[src/drcs_pkg.sv]
// Constants, register map and types for the drive run command selector.
// How it works
// - Terminals eight, seven, six form step index bits 2..0 while running.
// - Index 0 uses frequency command; 1-3 and 4-7 use step registers.
// - Source 0: keypad run key starts if frequency set; stop key stops.
// - Keypad mode direction comes from keypad direction select, F forward, r reverse.
// - Built-in keypad is ignored while a remote keypad is connected.
// - Source 1: terminal one requests forward, terminal two requests reverse.
// - Source 1: both run terminals on together stops the motor.
// - Source 2: terminal one runs, terminal two selects direction, on is reverse.
// - Source 3: run commands come from serial link with its configuration.
// - Frequency source 2: negative bipolar voltage inverts commanded direction.
// - Polarity flip while running: decelerate to stop, then run opposite.
// - Run inhibit: 0 allows both, 1 blocks forward, 2 blocks reverse.
// - Power-on start is read at the first edge after reset, while its bit still holds reset value 0, so a held run terminal never starts.
// - Restart-after-fault with terminal source and run terminal on restarts on clear.
// - Automatic start and restart do nothing for keypad or serial sources.
package drcs_pkg;
  // Register byte offsets
  localparam logic [7:0] REG_CTRL = 8'h00;
  localparam logic [7:0] REG_DIR = 8'h04;
  localparam logic [7:0] REG_AUTO = 8'h08;
  localparam logic [7:0] REG_LINKCFG = 8'h0c;
  localparam logic [7:0] REG_TERMFUNC = 8'h10;
  localparam logic [7:0] REG_LINKRUN = 8'h14;
  localparam logic [7:0] REG_STATUS = 8'h18;
  localparam logic [7:0] REG_STEP_BASE = 8'h40;
  localparam logic [7:0] REG_STEP_MASK = 8'he0;
  // Command and frequency source codes
  localparam logic [1:0] SRC_KEYPAD = 2'h0;
  localparam logic [1:0] SRC_TERM1 = 2'h1;
  localparam logic [1:0] SRC_TERM2 = 2'h2;
  localparam logic [1:0] SRC_LINK = 2'h3;
  localparam logic [3:0] FRQ_BIPOLAR = 4'h2;
  // Run inhibit codes
  localparam logic [1:0] INH_FWD = 2'h1;
  localparam logic [1:0] INH_REV = 2'h2;
  // Terminal function codes
  localparam logic [4:0] FUNC_FWD = 5'h00;
  localparam logic [4:0] FUNC_REV = 5'h01;
  localparam logic [4:0] FUNC_STEP0 = 5'h05;
  localparam logic [4:0] FUNC_STEP1 = 5'h06;
  localparam logic [4:0] FUNC_STEP2 = 5'h07;
  localparam int FUNC_W = 5;
  // Terminal positions on the terminal input bus
  localparam int TERM_ONE = 0;
  localparam int TERM_TWO = 1;
  localparam int TERM_SIX = 5;
  localparam int TERM_SEVEN = 6;
  localparam int TERM_EIGHT = 7;
  // Field positions
  localparam int CTRL_FRQ_LSB = 4;
  localparam int DIR_INH_LSB = 4;
  localparam int AUTO_RESTART = 1;
  localparam int LINK_STATION_LSB = 8;
  localparam int LINK_BAUD_LSB = 16;
  localparam int TF_TWO_LSB = 5;
  localparam int TF_SIX_LSB = 10;
  localparam int TF_SEVEN_LSB = 15;
  localparam int TF_EIGHT_LSB = 20;
  localparam int ST_DIR = 1;
  localparam int ST_REVERSING = 2;
  localparam int ST_STEP_LSB = 4;
  localparam int ST_NEED_EDGE = 8;
  localparam int ST_FAULT = 9;
  // Reset values
  localparam logic [31:0] CTRL_RST = 32'h0000_0001;
  localparam logic [31:0] DIR_RST = 32'h0000_0000;
  localparam logic [31:0] AUTO_RST = 32'h0000_0000;
  localparam logic [31:0] LINKCFG_RST = 32'h0003_0100;
  localparam logic [31:0] TERMFUNC_RST = 32'h0073_1420;
  // Step frequency table
  localparam int STEP_AW = 3;
  localparam int STEP_DW = 16;
  localparam int STEP_WORDS = 8;
  typedef enum logic [1:0] {ST_IDLE, ST_RUN, ST_REVERSE} drcs_state_t;
endpackage

[src/drcs_step_if.sv]
// Carrier between the selector and its step frequency table.
interface drcs_step_if;
  logic wrEn;
  logic [drcs_pkg::STEP_AW-1:0] wrAddr;
  logic [drcs_pkg::STEP_DW-1:0] wrData;
  logic [drcs_pkg::STEP_AW-1:0] rdAddr;
  logic [drcs_pkg::STEP_DW-1:0] rdData;
  modport ctrl (output wrEn, output wrAddr, output wrData, output rdAddr, input rdData);
  modport mem (input wrEn, input wrAddr, input wrData, input rdAddr, output rdData);
endinterface

[src/drcs_step_mem.sv]
// Eight-word step frequency table with registered read data.
module drcs_step_mem (
  // Clock and reset
  input wire logic mclk,
  input wire logic rst,
  // Table access
  drcs_step_if.mem port
);
  logic [drcs_pkg::STEP_DW-1:0] words [drcs_pkg::STEP_WORDS];

  // Table contents, cleared so index 0 starts as zero frequency
  always_ff @(posedge mclk or posedge rst) begin
    if (rst) begin
      for (int i = 0; i < drcs_pkg::STEP_WORDS; i++) begin
        words[i] <= '0;
      end
    end else if (port.wrEn) begin
      words[port.wrAddr] <= port.wrData;
    end
  end

  // Registered read port
  always_ff @(posedge mclk or posedge rst) begin
    if (rst) begin
      port.rdData <= '0;
    end else begin
      port.rdData <= words[port.rdAddr];
    end
  end
endmodule // drcs_step_mem

[src/drcs_top.sv]
// Run command selector: source decoding, direction, inhibit, auto start, bus.
module drcs_top (
  // Clock and reset
  input wire logic mclk,
  input wire logic rst,
  // Wishbone slave
  input wire logic wb_cyc_i,
  input wire logic wb_stb_i,
  input wire logic wb_we_i,
  input wire logic [7:0] wb_adr_i,
  input wire logic [3:0] wb_sel_i,
  input wire logic [31:0] wb_dat_i,
  output logic wb_ack_o,
  output logic [31:0] wb_dat_o,
  // Terminals and keypads
  input wire logic [7:0] terminals,
  input wire logic localRunKey,
  input wire logic localStopKey,
  input wire logic remoteRunKey,
  input wire logic remoteStopKey,
  input wire logic remoteConnected,
  // Drive state
  input wire logic bipolarNegative,
  input wire logic faultActive,
  input wire logic motorStopped,
  // Run outputs
  output logic runOut,
  output logic dirRevOut,
  output logic [drcs_pkg::STEP_AW-1:0] stepIndex,
  output logic [drcs_pkg::STEP_DW-1:0] freqRef
);
  // Terminal active when on and programmed to the given function
  function automatic logic termIs(input logic on, input logic [4:0] func,
                                  input logic [4:0] code);
    return on && (func == code);
  endfunction

  // Byte-lane merge for partial writes
  function automatic logic [31:0] mergeBytes(input logic [31:0] old,
                                             input logic [31:0] data,
                                             input logic [3:0] sel);
    logic [31:0] res;
    res = old;
    for (int b = 0; b < 4; b++) begin
      if (sel[b]) begin
        res[b*8 +: 8] = data[b*8 +: 8];
      end
    end
    return res;
  endfunction

  drcs_step_if stepBus ();

  drcs_step_mem u_mem (
    .mclk(mclk),
    .rst(rst),
    .port(stepBus.mem)
  );

  logic [31:0] ctrlReg;
  logic [31:0] dirReg;
  logic [31:0] autoReg;
  logic [31:0] linkCfgReg;
  logic [31:0] termFuncReg;
  logic [31:0] linkRunReg;
  logic pend;
  logic busRdLast;
  logic step0Set;
  logic powerUp;
  logic faultLast;
  logic needEdge;
  logic keypadRun;
  drcs_pkg::drcs_state_t state;
  logic [1:0] cmdSource;
  logic [3:0] freqSource;
  logic [1:0] runInhibit;
  logic srcTerm;
  logic fwdRunInput;
  logic revRunInput;
  logic [2:0] termStep;
  logic termRun;
  logic wantRun;
  logic wantRev;
  logic allowed;
  logic busStart;
  logic busWrite;
  logic stepHit;
  logic [31:0] wrMerged;

  // Configuration fields
  assign cmdSource = ctrlReg[1:0];
  assign freqSource = ctrlReg[drcs_pkg::CTRL_FRQ_LSB +: 4];
  assign runInhibit = dirReg[drcs_pkg::DIR_INH_LSB +: 2];
  assign srcTerm = (cmdSource == drcs_pkg::SRC_TERM1) || (cmdSource == drcs_pkg::SRC_TERM2);

  // Terminal decode through the programmed function codes
  assign fwdRunInput = termIs(terminals[drcs_pkg::TERM_ONE],
                              termFuncReg[drcs_pkg::FUNC_W-1:0], drcs_pkg::FUNC_FWD);
  assign revRunInput = termIs(terminals[drcs_pkg::TERM_TWO],
                              termFuncReg[drcs_pkg::TF_TWO_LSB +: drcs_pkg::FUNC_W],
                              drcs_pkg::FUNC_REV);
  assign termStep[2] = termIs(terminals[drcs_pkg::TERM_EIGHT],
                              termFuncReg[drcs_pkg::TF_EIGHT_LSB +: drcs_pkg::FUNC_W],
                              drcs_pkg::FUNC_STEP2);
  assign termStep[1] = termIs(terminals[drcs_pkg::TERM_SEVEN],
                              termFuncReg[drcs_pkg::TF_SEVEN_LSB +: drcs_pkg::FUNC_W],
                              drcs_pkg::FUNC_STEP1);
  assign termStep[0] = termIs(terminals[drcs_pkg::TERM_SIX],
                              termFuncReg[drcs_pkg::TF_SIX_LSB +: drcs_pkg::FUNC_W],
                              drcs_pkg::FUNC_STEP0);

  // Run terminal of the selected scheme; scheme 2 runs on the forward terminal only
  assign termRun = (cmdSource == drcs_pkg::SRC_TERM1) ? (fwdRunInput ^ revRunInput)
                                                       : fwdRunInput;

  // Run and direction request from the selected source
  always_comb begin
    wantRun = 1'b0;
    wantRev = 1'b0;
    unique case (cmdSource)
      drcs_pkg::SRC_KEYPAD: begin
        wantRun = keypadRun;
        wantRev = dirReg[0];
      end
      drcs_pkg::SRC_TERM1: begin
        wantRun = termRun && !needEdge;
        wantRev = revRunInput && !fwdRunInput;
      end
      drcs_pkg::SRC_TERM2: begin
        wantRun = termRun && !needEdge;
        wantRev = revRunInput;
      end
      drcs_pkg::SRC_LINK: begin
        wantRun = linkRunReg[0];
        wantRev = linkRunReg[1];
      end
    endcase
    // Bipolar reference inverts direction whatever the source
    if (freqSource == drcs_pkg::FRQ_BIPOLAR && bipolarNegative) begin
      wantRev = !wantRev;
    end
  end

  // Inhibit blocks the requested direction only
  assign allowed = !((!wantRev && runInhibit == drcs_pkg::INH_FWD) ||
                     (wantRev && runInhibit == drcs_pkg::INH_REV));

  // Bus request decode
  assign busStart = wb_cyc_i && wb_stb_i && !pend && !wb_ack_o;
  // Write lands at the edge the master samples ack, never earlier
  assign busWrite = wb_ack_o && wb_cyc_i && wb_stb_i && wb_we_i;
  assign stepHit = (wb_adr_i & drcs_pkg::REG_STEP_MASK) == drcs_pkg::REG_STEP_BASE;

  // Merge source chosen by address, so partial writes to the six configuration registers keep untouched lanes
  always_comb begin
    wrMerged = '0;
    unique case (wb_adr_i)
      drcs_pkg::REG_CTRL: wrMerged = mergeBytes(ctrlReg, wb_dat_i, wb_sel_i);
      drcs_pkg::REG_DIR: wrMerged = mergeBytes(dirReg, wb_dat_i, wb_sel_i);
      drcs_pkg::REG_AUTO: wrMerged = mergeBytes(autoReg, wb_dat_i, wb_sel_i);
      drcs_pkg::REG_LINKCFG: wrMerged = mergeBytes(linkCfgReg, wb_dat_i, wb_sel_i);
      drcs_pkg::REG_TERMFUNC: wrMerged = mergeBytes(termFuncReg, wb_dat_i, wb_sel_i);
      drcs_pkg::REG_LINKRUN: wrMerged = mergeBytes(linkRunReg, wb_dat_i, wb_sel_i);
      default: wrMerged = wb_dat_i;
    endcase
  end

  // Bus handshake: pend on first cycle, ack on the second, drop after
  always_ff @(posedge mclk or posedge rst) begin
    if (rst) begin
      pend <= 1'b0;
      wb_ack_o <= 1'b0;
    end else begin
      pend <= busStart;
      wb_ack_o <= pend && !wb_ack_o;
    end
  end

  // Configuration registers, written at the acknowledging edge
  always_ff @(posedge mclk or posedge rst) begin
    if (rst) begin
      ctrlReg <= drcs_pkg::CTRL_RST;
      dirReg <= drcs_pkg::DIR_RST;
      autoReg <= drcs_pkg::AUTO_RST;
      linkCfgReg <= drcs_pkg::LINKCFG_RST;
      termFuncReg <= drcs_pkg::TERMFUNC_RST;
      linkRunReg <= '0;
    end else if (busWrite) begin
      unique case (wb_adr_i)
        drcs_pkg::REG_CTRL: ctrlReg <= wrMerged;
        drcs_pkg::REG_DIR: dirReg <= wrMerged;
        drcs_pkg::REG_AUTO: autoReg <= wrMerged;
        drcs_pkg::REG_LINKCFG: linkCfgReg <= wrMerged;
        drcs_pkg::REG_TERMFUNC: termFuncReg <= wrMerged;
        drcs_pkg::REG_LINKRUN: linkRunReg <= wrMerged;
        default: ;
      endcase
    end
  end

  // Step table port: bus owns the read address only while a request is open
  assign stepBus.wrEn = busWrite && stepHit;
  assign stepBus.wrAddr = wb_adr_i[drcs_pkg::STEP_AW+1:2];
  assign stepBus.wrData = wb_dat_i[drcs_pkg::STEP_DW-1:0];
  assign stepBus.rdAddr = (wb_cyc_i && wb_stb_i) ? wb_adr_i[drcs_pkg::STEP_AW+1:2]
                                                  : stepIndex;

  // Frequency command nonzero flag gates keypad start
  always_ff @(posedge mclk or posedge rst) begin
    if (rst) begin
      step0Set <= 1'b0;
    end else if (stepBus.wrEn && stepBus.wrAddr == '0) begin
      step0Set <= stepBus.wrData != '0;
    end
  end

  // Read data, captured with the ack
  always_ff @(posedge mclk or posedge rst) begin
    if (rst) begin
      wb_dat_o <= '0;
    end else if (pend && !wb_ack_o && !wb_we_i) begin
      wb_dat_o <= '0;
      if (stepHit) begin
        wb_dat_o <= {{(32-drcs_pkg::STEP_DW){1'b0}}, stepBus.rdData};
      end else begin
        unique case (wb_adr_i)
          drcs_pkg::REG_CTRL: wb_dat_o <= ctrlReg;
          drcs_pkg::REG_DIR: wb_dat_o <= dirReg;
          drcs_pkg::REG_AUTO: wb_dat_o <= autoReg;
          drcs_pkg::REG_LINKCFG: wb_dat_o <= linkCfgReg;
          drcs_pkg::REG_TERMFUNC: wb_dat_o <= termFuncReg;
          drcs_pkg::REG_LINKRUN: wb_dat_o <= linkRunReg;
          drcs_pkg::REG_STATUS: begin
            wb_dat_o[0] <= runOut;
            wb_dat_o[drcs_pkg::ST_DIR] <= dirRevOut;
            wb_dat_o[drcs_pkg::ST_REVERSING] <= state == drcs_pkg::ST_REVERSE;
            wb_dat_o[drcs_pkg::ST_STEP_LSB +: drcs_pkg::STEP_AW] <= stepIndex;
            wb_dat_o[drcs_pkg::ST_NEED_EDGE] <= needEdge;
            wb_dat_o[drcs_pkg::ST_FAULT] <= faultActive;
          end
          default: ;
        endcase
      end
    end
  end

  // Keypad run latch; a remote keypad takes over the keys entirely
  always_ff @(posedge mclk or posedge rst) begin
    if (rst) begin
      keypadRun <= 1'b0;
    end else if (faultActive || cmdSource != drcs_pkg::SRC_KEYPAD) begin
      keypadRun <= 1'b0;
    end else if (remoteConnected) begin
      if (remoteStopKey) begin
        keypadRun <= 1'b0;
      end else if (remoteRunKey && step0Set) begin
        keypadRun <= 1'b1;
      end
    end else if (localStopKey) begin
      keypadRun <= 1'b0;
    end else if (localRunKey && step0Set) begin
      keypadRun <= 1'b1;
    end
  end

  // Power-up and fault-clear arming; terminal must cycle unless auto start applies
  always_ff @(posedge mclk or posedge rst) begin
    if (rst) begin
      powerUp <= 1'b1;
      faultLast <= 1'b0;
      needEdge <= 1'b1;
    end else begin
      powerUp <= 1'b0;
      faultLast <= faultActive;
      if (powerUp) begin
        needEdge <= !(autoReg[0] && srcTerm && termRun);
      end else if (faultActive) begin
        needEdge <= 1'b1;
      end else if (faultLast) begin
        needEdge <= !(autoReg[drcs_pkg::AUTO_RESTART] && srcTerm && termRun);
      end else if (!termRun) begin
        needEdge <= 1'b0;
      end
    end
  end

  // Run state: a direction change passes through a full stop
  always_ff @(posedge mclk or posedge rst) begin
    if (rst) begin
      state <= drcs_pkg::ST_IDLE;
      runOut <= 1'b0;
      dirRevOut <= 1'b0;
    end else if (faultActive) begin
      state <= drcs_pkg::ST_IDLE;
      runOut <= 1'b0;
    end else begin
      unique case (state)
        drcs_pkg::ST_IDLE: begin
          if (wantRun && allowed) begin
            state <= drcs_pkg::ST_RUN;
            runOut <= 1'b1;
            dirRevOut <= wantRev;
          end
        end
        drcs_pkg::ST_RUN: begin
          if (!wantRun || !allowed) begin
            state <= drcs_pkg::ST_IDLE;
            runOut <= 1'b0;
          end else if (wantRev != dirRevOut) begin
            state <= drcs_pkg::ST_REVERSE;
            runOut <= 1'b0;
          end
        end
        drcs_pkg::ST_REVERSE: begin
          // Hold off until the ramp reports standstill
          if (!wantRun || !allowed) begin
            state <= drcs_pkg::ST_IDLE;
          end else if (motorStopped) begin
            state <= drcs_pkg::ST_RUN;
            runOut <= 1'b1;
            dirRevOut <= wantRev;
          end
        end
      endcase
    end
  end

  // Step index only while a run is requested and allowed, frequency follows when no bus request was open last cycle
  always_ff @(posedge mclk or posedge rst) begin
    if (rst) begin
      stepIndex <= '0;
      busRdLast <= 1'b0;
      freqRef <= '0;
    end else begin
      stepIndex <= (wantRun && allowed) ? termStep : '0;
      busRdLast <= wb_cyc_i && wb_stb_i;
      if (!busRdLast) begin
        freqRef <= stepBus.rdData;
      end
    end
  end
endmodule // drcs_top

[config.mk]
export PLATFORM = sky130hd
export DESIGN_NAME = drcs_top
export DESIGN_NICKNAME = d
export VERILOG_FILES = /design/src/drcs_pkg.sv /design/src/drcs_step_if.sv /design/src/drcs_step_mem.sv /design/src/drcs_top.sv
export SDC_FILE = /design/constraint.sdc
export NUM_CORES = 1
export LEC_CHECK = 0
export BUFFER_PORTS_ARGS = -buffer_cell sky130_fd_sc_hd__buf_2
export CORE_MARGIN = 1.5
export CORE_UTILIZATION = 50
export CTS_BUF_LIST = sky130_fd_sc_hd__clkbuf_16
export DETAILED_ROUTE_END_ITERATION = 10
export HOLD_SLACK_MARGIN = 0.12
export PLACE_DENSITY = 0.68
export SLEW_MARGIN = 10
export SYNTH_ARGS = -nofsm -noshare
export SYNTH_HDL_FRONTEND = slang
export SYNTH_SLANG_ARGS = --single-unit
[constraint.sdc]
create_clock -name mclk -period 23.2 [get_ports mclk]
set_input_delay 2.32 -clock mclk [delete_from_list [all_inputs] [get_ports mclk]]
set_output_delay 2.32 -clock mclk [all_outputs]
set_load 0.02 [all_outputs]
* Word level (Yosys, flattened, before mapping)
Index checks and enable logic that the tools add are counted.
** Cells by class
- $lt $le $gt $ge :: 3
- Eq/ne operators :: 30
- Multiplexer cells :: 72
- Bitwise gates (word level) :: 4
- Reduce and logical (&&, ||, !) cells :: 63
** Operators with widths (count)
- $mux W8 :: 24
- $pmux W32 S5 :: 1
- $pmux W22 S6 :: 1
- $bwmux W128 :: 1
- $bmux W16 S3 :: 1
- $demux W16 S3 :: 1
- $mux W16 :: 3
- $pmux W3 S7 :: 2
- $mux W32 :: 1
- $logic_and A1 B1 Y1 :: 28
- $eq A8 B5 Y1 const B :: 3
- $mux W1 :: 21
- $eq A8 B4 Y1 const B :: 2
- $reduce_bool A16 Y1 :: 1
- $eq A5 B3 Y1 const B :: 3
- $pmux W2 S7 :: 1
- $reduce_and A2 Y1 :: 7
- $mux W2 :: 6
- $pmux W1 S6 :: 2
- $logic_not A1 Y1 :: 11
- $ne A3 B3 Y1 const B :: 3
- $eq A2 B2 Y1 const B :: 4
- $eq A8 B3 Y1 const B :: 1
- $ge A4 B4 Y1 const B :: 2
- 29 further kinds :: 42
** Storage, ports and cells
- Bits in registers :: 399
- Input port bits :: 65
- Output and inout bits :: 54
- Word-level logic and storage cells :: 201

* Longest topological paths before layout
Gate-level depths: netlist of run 1.
- Depth after elaboration :: 15
- Mapped depth :: 10
- Depth with buffers taken out :: 10

* Cells and area by module
Synthesis of run 1 repeated with hierarchy kept, for this count alone.
** Unflattened totals
- Cell total of the unflattened synthesis :: 1522
- Area, all modules :: 17551.8 um^2
** Modules (own cells, without submodules)
- drcs_top :: times used 1, cells an instance 1168, area each 11214.5 um^2, seq. area each 6398.6 um^2
- drcs_step_mem :: times used 1, cells an instance 354, area each 6337.3 um^2, seq. area each 3603.5 um^2

* Least setup slack after synthesis of run 1
No wires, ideal clock.
- Path kind :: input to register
- Start :: input port wb_adr_i[3]
- End :: register u_mem.port.rdData[10]
- Setup time :: 125 ps
- Data arrival time :: 4404 ps
- Required time :: 23075 ps
- Setup slack :: 18671 ps
- Stages :: 6
- Buffers on the path :: 3
- Cell sequence :: clkbuf_1 mux2i_1 clkbuf_1 clkbuf_1 mux4_2 mux2_2
** On the way
- Word-level cells in the longest chain between the ends :: 5
** Ends and longest elaborated chain
- start, declared :: line drcs_top.sv:10 : input wire logic [7:0] wb_adr_i,
- $mux W3 :: line drcs_top.sv:205 : assign stepBus.rdAddr = (wb_cyc_i && wb_stb_i) ? wb_adr_i[drcs_pkg::STEP_AW+1:2]
- $not A3 Y4 (implied by the code) :: line drcs_step_mem.sv:27 : port.rdData <= words[port.rdAddr];
- $bmux W16 S3 :: line drcs_step_mem.sv:27
- $mux W16 (implied by the code) (2 in series) :: line drcs_step_mem.sv:27
- end signal, assigned :: line drcs_step_mem.sv:27
- end, declared :: line drcs_step_if.sv:9 : modport mem (input wrEn, input wrAddr, input wrData, input rdAddr, output rdData);
Every way passes these cells. The select of a mux whose other input is x is not followed.
A chain may end at the register's enable or synchronous reset.

* Worst setup path in the final report of run 1
- Start :: input port wb_adr_i[7]
- End :: register dirReg[0]
** On the way
- Word-level cells in the longest chain between the ends :: 2
- Elaborated cells on any way between the ends :: 7
- Those cells by class :: eq/ne (5); mux (1); reduce/logical (1)
** Ends and longest elaborated chain
- $eq A8 B5 Y1, or another cell as far along :: line drcs_top.sv:157 : unique case (wb_adr_i)
- $pmux W32 S5 / $reduce_and A2 Y1 (equally long branches)
- end signal, assigned :: line drcs_top.sv:183 : dirReg <= drcs_pkg::DIR_RST;
- end signal, assigned :: line drcs_top.sv:191 : drcs_pkg::REG_DIR: dirReg <= wrMerged;
- end, declared :: line drcs_top.sv:61 : logic [31:0] dirReg;
Several ways; a longest one is shown, not always the timed one.

==> results.sh, run 1 <==
export IMPL_wl_per_cell_um=22.8
export IMPL_syn_area_um2=18100
export IMPL_violations="design-rule violations"
export IMPL_die_area_um2=37400
export IMPL_critical_path_depth=8
export IMPL_synth_seq_cells=399
export IMPL_arrival_ns=5.65
export IMPL_cap_violations=0
export IMPL_worstPathCellList="buf_2 > or4_1 > or3_1 > buf_4 > nor2_4 > a221oi_1 > a222oi_1 > mux2_2"
export IMPL_grt_ovfl_total=0
export IMPL_rows=69
export IMPL_worstSetupPathType="in2reg"
export IMPL_leakagePower_nw=9.90
export IMPL_synth_adder_area_share_pct=0.621
export IMPL_finalHoldViolations=0
export IMPL_synthCells=1404
export IMPL_clkTransAtPathRegs_ns=0.06
export IMPL_clock_sinks=399
export IMPL_timing_critical_path_fanout_max=26
export IMPL_synth_compound_area_share_pct=9.16
export IMPL_routed_wl_mm=45.3
export IMPL_yosys_warnings=0
export IMPL_clockBufferDepth=3
export IMPL_ff2ff_path_depth=10
export IMPL_boundaryPins=119
export IMPL_setup_violations=0
export IMPL_track_usage_pct=24.5
export IMPL_slew_viol_final=0
export IMPL_grt_pass1_wl_mm=71.5
export IMPL_viasPerCell=6.03
export IMPL_holdBufCountCts=0
export IMPL_ys_types=67
export IMPL_hold_slack_ns=0.437
export IMPL_status="finished, violations left"
export IMPL_max_stage_delay_ns=0.78
export IMPL_power_density_nw_per_um2=70.0
export IMPL_synth_xor_area_share_pct=0
export IMPL_period_minus_slack_ns=5.18
export IMPL_synth_mux_area_share_pct=24.9
export IMPL_synth_nets=1478
export IMPL_area_growth_pct=12.3
export IMPL_endpoint_kind="flop"
export IMPL_fp_dieH_um=194
export IMPL_worstPathRequired_ns=23.68
export IMPL_period_share_pct=22.3
export IMPL_yosys_area_share_simple_pct=7.36
export IMPL_seq_area_frac_synth_pct=55.1
export IMPL_worst_clock_skew_ns=0.0201
export IMPL_worstHoldPathCells=1
export IMPL_switchingPower_uw=337
export IMPL_yosys_area_top_type="dfrtp_1"
export IMPL_postCtsSetupBuffers=0
export IMPL_hold_class="reg2reg"
export IMPL_hpwl_mm=27.9
export IMPL_numCtsBuffers=43
export IMPL_vdd_drop_max_uv=47.0
export IMPL_synth_edf_count=0
export IMPL_maxSlewHeadroom_pct=19.6
export IMPL_ant_nets=0
export IMPL_rsz0062_at_grt="false"
export IMPL_mostFrequentLayoutCells="dfrtp_1, mux2_2, nand2_1"
export IMPL_drc=10
export IMPL_clk_latency_ns=0.56
export IMPL_num_vias=12000
export IMPL_drive_above_1_share_pct=39.0
export IMPL_drtPass1Iterations=10
export IMPL_ys_top_cells_by_area="dfrtp_1, mux2_2, mux4_2"
export IMPL_core_area_um2=35700
export IMPL_chipWidth_um=194
export IMPL_synth_flop_cell="dfrtp_1"
export IMPL_cts_tree="done"
export IMPL_final_cells=1984
export IMPL_fin_tns_setup_ns=0
export IMPL_portBuffers=115
export IMPL_grt_pass1_vias=12400
export IMPL_drt_iter0_markers=729
export IMPL_initial_core_util_pct=50.9
export IMPL_gp_congestion=0.840
export IMPL_startpoint_type="input port"
export IMPL_clockRootBuffer="clkbuf_16"
export IMPL_internal_power_mw=1.09
export IMPL_synthArstFlopShare_pct=100
export IMPL_netlist_area_leader_share_pct=53.1
export IMPL_p_clk_share_pct=44.2
export IMPL_dp_cells=1905
export IMPL_fmax_ghz=0.193
export IMPL_final_util_pct=57.2
export IMPL_critPathSlowestCell="nor2_4"
export IMPL_htree_levels=2
export IMPL_syn_avg_cell_area_um2=12.9
export IMPL_p_seq_share_pct=50.1
export IMPL_synth_top_family_by_area="multiplexers"
export IMPL_worst_pin_slew_ns=1.20
export IMPL_grt_max_degree=119
export IMPL_p_comb_share_pct=5.8
export IMPL_critical_path_top_delay_family="simple AND/OR/NAND/NOR gates"
export IMPL_cp_buffers_inverters=2
export IMPL_final_nets=1563
export IMPL_sw_frac_of_total_pct=23.6
export IMPL_cts_resized=0
export IMPL_antenna_found_initial=2
export IMPL_layout_commonest_cell="dfrtp_1"
[per-layer routing]
layer | vias up | part of all wire (%) | GRT usage (%)
li1 | 5348 | - | -
met1 | 6230 | 44 | 33.8
met2 | 305 | 49 | 39.8
met3 | 80 | 4.2 | 3.42
met4 | 2 | 3.0 | 8.92
met5 | - | 0.015 | 0
[area by class of cell]
type                    count  area (um^2)
inverters                  20         82.6
repair buffers            135          726
multi-input cells         890         7710
clock inverters            35          205
clock buffers              43         1080
well taps                 461          577
fillers                  2941        15300
diodes                      1         2.50
flip-flops and latches    399        10000
[cell usage after synthesis, drive strengths merged, types with 2 or more instances]
master	n
nand3	23
nor4	7
a211oi	2
a41oi	15
a2bb2oi	8
a22o	2
o31ai	6
nor3b	2
inv	20
nor3	11
or3	3
dfrtp	385
and3	12
nand2	124
nand2b	7
nor2b	18
o22a	2
mux4	32
nand3b	5
a221oi	15
nand4b	2
mux2	332
a221o	2
a22oi	54
a31oi	13
nand4	2
o22ai	5
nor2	44
a21oi	50
ha	9
o21ai	51
and2	3
buf	46
dfstp	14
clkbuf	49
a31o	2
a222oi	3
mux2i	6
[registers in the layout, summed over array words and instances (netlist names), 2 cells and up]
signal	count
autoReg	32
ctrlReg	32
dirReg	32
freqRef	16
linkCfgReg	32
linkRunReg	32
state	2
stepIndex	3
termFuncReg	32
u_mem.port.rdData	16
u_mem.words	128
wb_dat_o	32
[cells by family after synthesis]
group                    count (synthesis)
buffers and inverters                  115
adder cells (fa/ha/maj)                  9
flip-flops                             399
other                                    1
AO/OA/AOI/OAI                          238
AND/OR/NAND/NOR                        272
multiplexers                           370
[path summary, 6_finish.rpt]
| path | from | slack [ns] | to |
|---|---|---|---|
| setup / recovery | wb_adr_i[7] | 18.02 | dirReg[0]$_DFFE_PP0P_ |
| hold / removal | pend$_DFF_PP0_ | 0.44 | pend$_DFF_PP0_ |
| setup reg to reg | termFuncReg[5]$_DFFE_PP1P_ | 19.72 | runOut$_DFFE_PP0P_ |
| hold reg to reg | pend$_DFF_PP0_ | 0.44 | pend$_DFF_PP0_ |
| max in group asynchronous | rst | 19.04 | autoReg[8]$_DFFE_PP0P_ |
| min in group asynchronous | rst | 1.87 | freqRef[7]$_DFFE_PP0N_ |
[stage by stage]
stage | area, um^2 | worst slack (ns) | power [mW]
3_5_place_dp | 19100 | 17.50 | 0.810
3_3_place_gp | 19100 | 17.55 | 0.808
5_1_grt | 20400 | 17.86 | 1.47
2_1_floorplan | 18100 | 9.81 | 0.777
4_1_cts | 20400 | 18.04 | 1.44
6_report | 20400 | 18.02 | 1.43
[power by group through the flow]
| stage | registers, mW | logic [mW] | clock network, mW |
|---|---|---|---|
| detailed placement | 0.726 | 0.0833 | 0 |
| CTS | 0.714 | 0.0835 | 0.641 |
| floorplan | 0.731 | 0.0459 | 0 |
| global route | 0.714 | 0.0907 | 0.669 |
| global placement | 0.726 | 0.0815 | 0 |
| finish | 0.714 | 0.0824 | 0.630 |
Power figures use the tool's default switching activity.
==> run 2: changes to the inputs <==
--- a/config.mk
+++ b/config.mk
@@ -5,6 +5,7 @@
 export SDC_FILE = /design/constraint.sdc
 export NUM_CORES = 1
 export LEC_CHECK = 0
+export ABC_AREA = 1
 export BUFFER_PORTS_ARGS = -buffer_cell sky130_fd_sc_hd__buf_2
 export CORE_MARGIN = 1.5
 export CORE_UTILIZATION = 50
==> constraint.sdc (replaced) <==
create_clock -name mclk -period 5.2 [get_ports mclk]
set_input_delay 0.52 -clock mclk [delete_from_list [all_inputs] [get_ports mclk]]
set_output_delay 0.52 -clock mclk [all_outputs]
set_load 0.02 [all_outputs]
==> results.sh, run 2 <==
export IMPL_htree_levels=2
export IMPL_yosys_top_cells_count="nand2_1, o21ai_0, dfrtp_1, nor2_1, inv_1"
export IMPL_synth_nets=2284
export IMPL_period_minus_slack_ns=2.90
export IMPL_synth_edf_count=0
export IMPL_ff2ff_path_depth=11
export IMPL_grt_ovfl_total=0
export IMPL_place_ws_ns=1.84
export IMPL_max_stage_delay_ns=0.72
export IMPL_synth_seq_cells=399
export IMPL_holdBufCountCts=0
export IMPL_r2r_end="state[1]$_DFFE_PP0P_"
export IMPL_crit_top_cell="nor2_2"
export IMPL_worstPathRequired_ns=5.60
export IMPL_cts_resized=0
export IMPL_drtPass1Iterations=5
export IMPL_yosys_warnings=0
export IMPL_rsz0062_at_grt="false"
export IMPL_cp_buffers_inverters=4
export IMPL_grt_max_degree=179
export IMPL_synthCells=2210
export IMPL_critPathCapture="dirReg[23]$_DFFE_PP0P_"
export IMPL_clk_latency_ns=0.56
export IMPL_ys_types=57
export IMPL_antenna_found_initial=4
export IMPL_final_nets=2360
export IMPL_clockRootBuffer="clkbuf_16"
export IMPL_postCtsSetupBuffers=0
export IMPL_synth_flop_cell="dfrtp_1"
export IMPL_chipWidth_um=195
export IMPL_viasPerCell=5.60
export IMPL_critical_path_depth=10
export IMPL_area_growth_pct=12.9
export IMPL_netlist_area_leader_share_pct=52.5
export IMPL_fmax_ghz=0.345
export IMPL_clockBufferDepth=3
export IMPL_slew_viol_final=0
export IMPL_routed_wl_mm=53.4
export IMPL_drive_above_1_share_pct=12.7
export IMPL_setup_ws_ns=2.30
export IMPL_wl_per_cell_um=19.2
export IMPL_numCtsBuffers=43
export IMPL_final_cells=2784
export IMPL_synthArstFlopShare_pct=100
export IMPL_ant_nets=0
export IMPL_worstSetupPathType="in2reg"
export IMPL_largest_reg_flops=128
export IMPL_die_area_um2=37800
export IMPL_period_share_pct=55.8
export IMPL_critical_path_top_delay_family="simple AND/OR/NAND/NOR gates"
export IMPL_rows=69
export IMPL_mostFrequentLayoutCells="nand2_1, o21ai_0, dfrtp_1"
export IMPL_boundaryPins=119
export IMPL_drt_iter0_markers=1420
export IMPL_critPathSlowestCell="nor2_2"
export IMPL_syn_area_um2=18300
export IMPL_dp_cells=2702
export IMPL_layout_commonest_cell="nand2_1"
export IMPL_power_density_nw_per_um2=328
export IMPL_maxSlewHeadroom_pct=24.1
export IMPL_setup_violations=0
export IMPL_startpoint_type="input port"
export IMPL_ys_top_cells_by_area="dfrtp_1, nand2_1, o21ai_0"
export IMPL_worstPathCellList="buf_2 > nor2_1 > inv_1 > nor2_2 > nand2_2 > buf_4 > nor2_2 > inv_2 > nand2_1 > o21ai_0"
export IMPL_syn_avg_cell_area_um2=8.30
export IMPL_grt_pass1_vias=15100
export IMPL_rrSetupSlack_ns=2.33
export IMPL_synth_most_common_cell="nand2_1"
export IMPL_track_usage_pct=28.7
export IMPL_dpl_cell_area_um2=19300
export IMPL_arrival_ns=3.30
export IMPL_endpoint_kind="flop"
export IMPL_seq_area_frac_synth_pct=54.5
export IMPL_drc=0
export IMPL_cts_tree="done"
export IMPL_crit_start="wb_adr_i[1]"
export IMPL_hpwl_mm=34.6
export IMPL_stdcell_area_um2=20700
export IMPL_grt_pass1_wl_mm=84.4
export IMPL_regArea_um2=10000
export IMPL_worstReg2RegStart="termFuncReg[5]$_DFFE_PP1P_"
export IMPL_initial_core_util_pct=51.2
export IMPL_finalHoldViolations=0
export IMPL_worst_clock_skew_ns=0.0158
export IMPL_largest_register="u_mem.words"
export IMPL_multiInputGateArea_um2=7210
export IMPL_num_vias=15600
export IMPL_fp_dieH_um=195
export IMPL_yosys_area_top_type="dfrtp_1"
export IMPL_worst_pin_slew_ns=1.14
export IMPL_portBuffers=115
export IMPL_hold_slack_ns=0.164
export IMPL_core_area_um2=35800
export IMPL_leakagePower_nw=9.95
export IMPL_clock_sinks=399
export IMPL_cap_violations=0
export IMPL_clkTransAtPathRegs_ns=0.06
export IMPL_fillers=3260
export IMPL_hold_class="in2async"
export IMPL_status="completed"
export IMPL_timing_critical_path_fanout_max=46
export IMPL_gp_congestion=0.898
export IMPL_vdd_drop_max_uv=270
-- run 2: changes by cell type in the layout (fill, tap and decap cells not counted), moves of 29 or more --
| cell | change |
|---|---|
| a22oi_1 | -54 |
| inv_1 | +115 |
| mux2_2 | -331 |
| mux4_2 | -32 |
| nand2_1 | +522 |
| nor2_1 | +133 |
| o21ai_0 | +346 |
| o22ai_1 | +29 |
-- run 2: kinds of logic after synthesis --
logic type | synth area share (%)
buffers and inverters | 6.24
AOI/OAI and AO/OA | 17.6
other | 0.0204
adders and majority gates | 0.614
DFF | 54.5
muxes | 0.212
and+or+nand+nor | 20.8
-- run 2: final cells by class --
cell class | instances | share of cell area [%]
flip-flops and latches | 399 | 48.3
multi-input cells | 1526 | 34.8
clock buffers | 44 | 5.32
repair buffers | 147 | 4.06
inverters | 169 | 3.10
well taps | 461 | 2.78
clock inverters | 34 | 1.59
diodes | 4 | 0.0483
-- run 2: worst min-delay path, delay by kind of cell --
kind	cells	cell delay (ns)
buf+inv	3	0.74
-- run 2: power by group --
group | switching (mW) | internal (mW)
clock network | 1.26 | 1.84
logic | 0.340 | 0.131
registers | 0.0545 | 3.17
total | 1.66 | 5.14
-- run 2: stage by stage --
stage          util [%]  setup TNS [ns]  power (mW)
2_1_floorplan         -         -261.93        3.56
3_3_place_gp       53.8               0        3.75
3_5_place_dp       53.8               0        3.76
4_1_cts            57.8               0        6.85
5_1_grt            57.8               0        7.03
6_report           57.8               0        6.80
-- run 2: routing by layer --
metal | GRT usage [%] | up-vias | part of all wire (%)
met5 | 0 | - | 0
met4 | 12.8 | 0 | 4.2
met3 | 3.68 | 118 | 5.7
met2 | 48.1 | 502 | 48
met1 | 37.3 | 7541 | 42
li1 | - | 7421 | -
-- run 2: how the worst min path moves through the flow --
stage	from	end	slack, ns	cells past startpoint
6_report	rst	u_mem.port.rdData[11]$_DFF_PP0_	0.16	3
5_1_grt	faultActive	faultLast$_DFF_PP0_	0.18	1
4_1_cts	faultActive	faultLast$_DFF_PP0_	0.17	1
3_5_place_dp	pend$_DFF_PP0_	pend$_DFF_PP0_	0.44	1
3_3_place_gp	pend$_DFF_PP0_	pend$_DFF_PP0_	0.42	1
2_1_floorplan	pend$_DFF_PP0_	pend$_DFF_PP0_	0.41	1
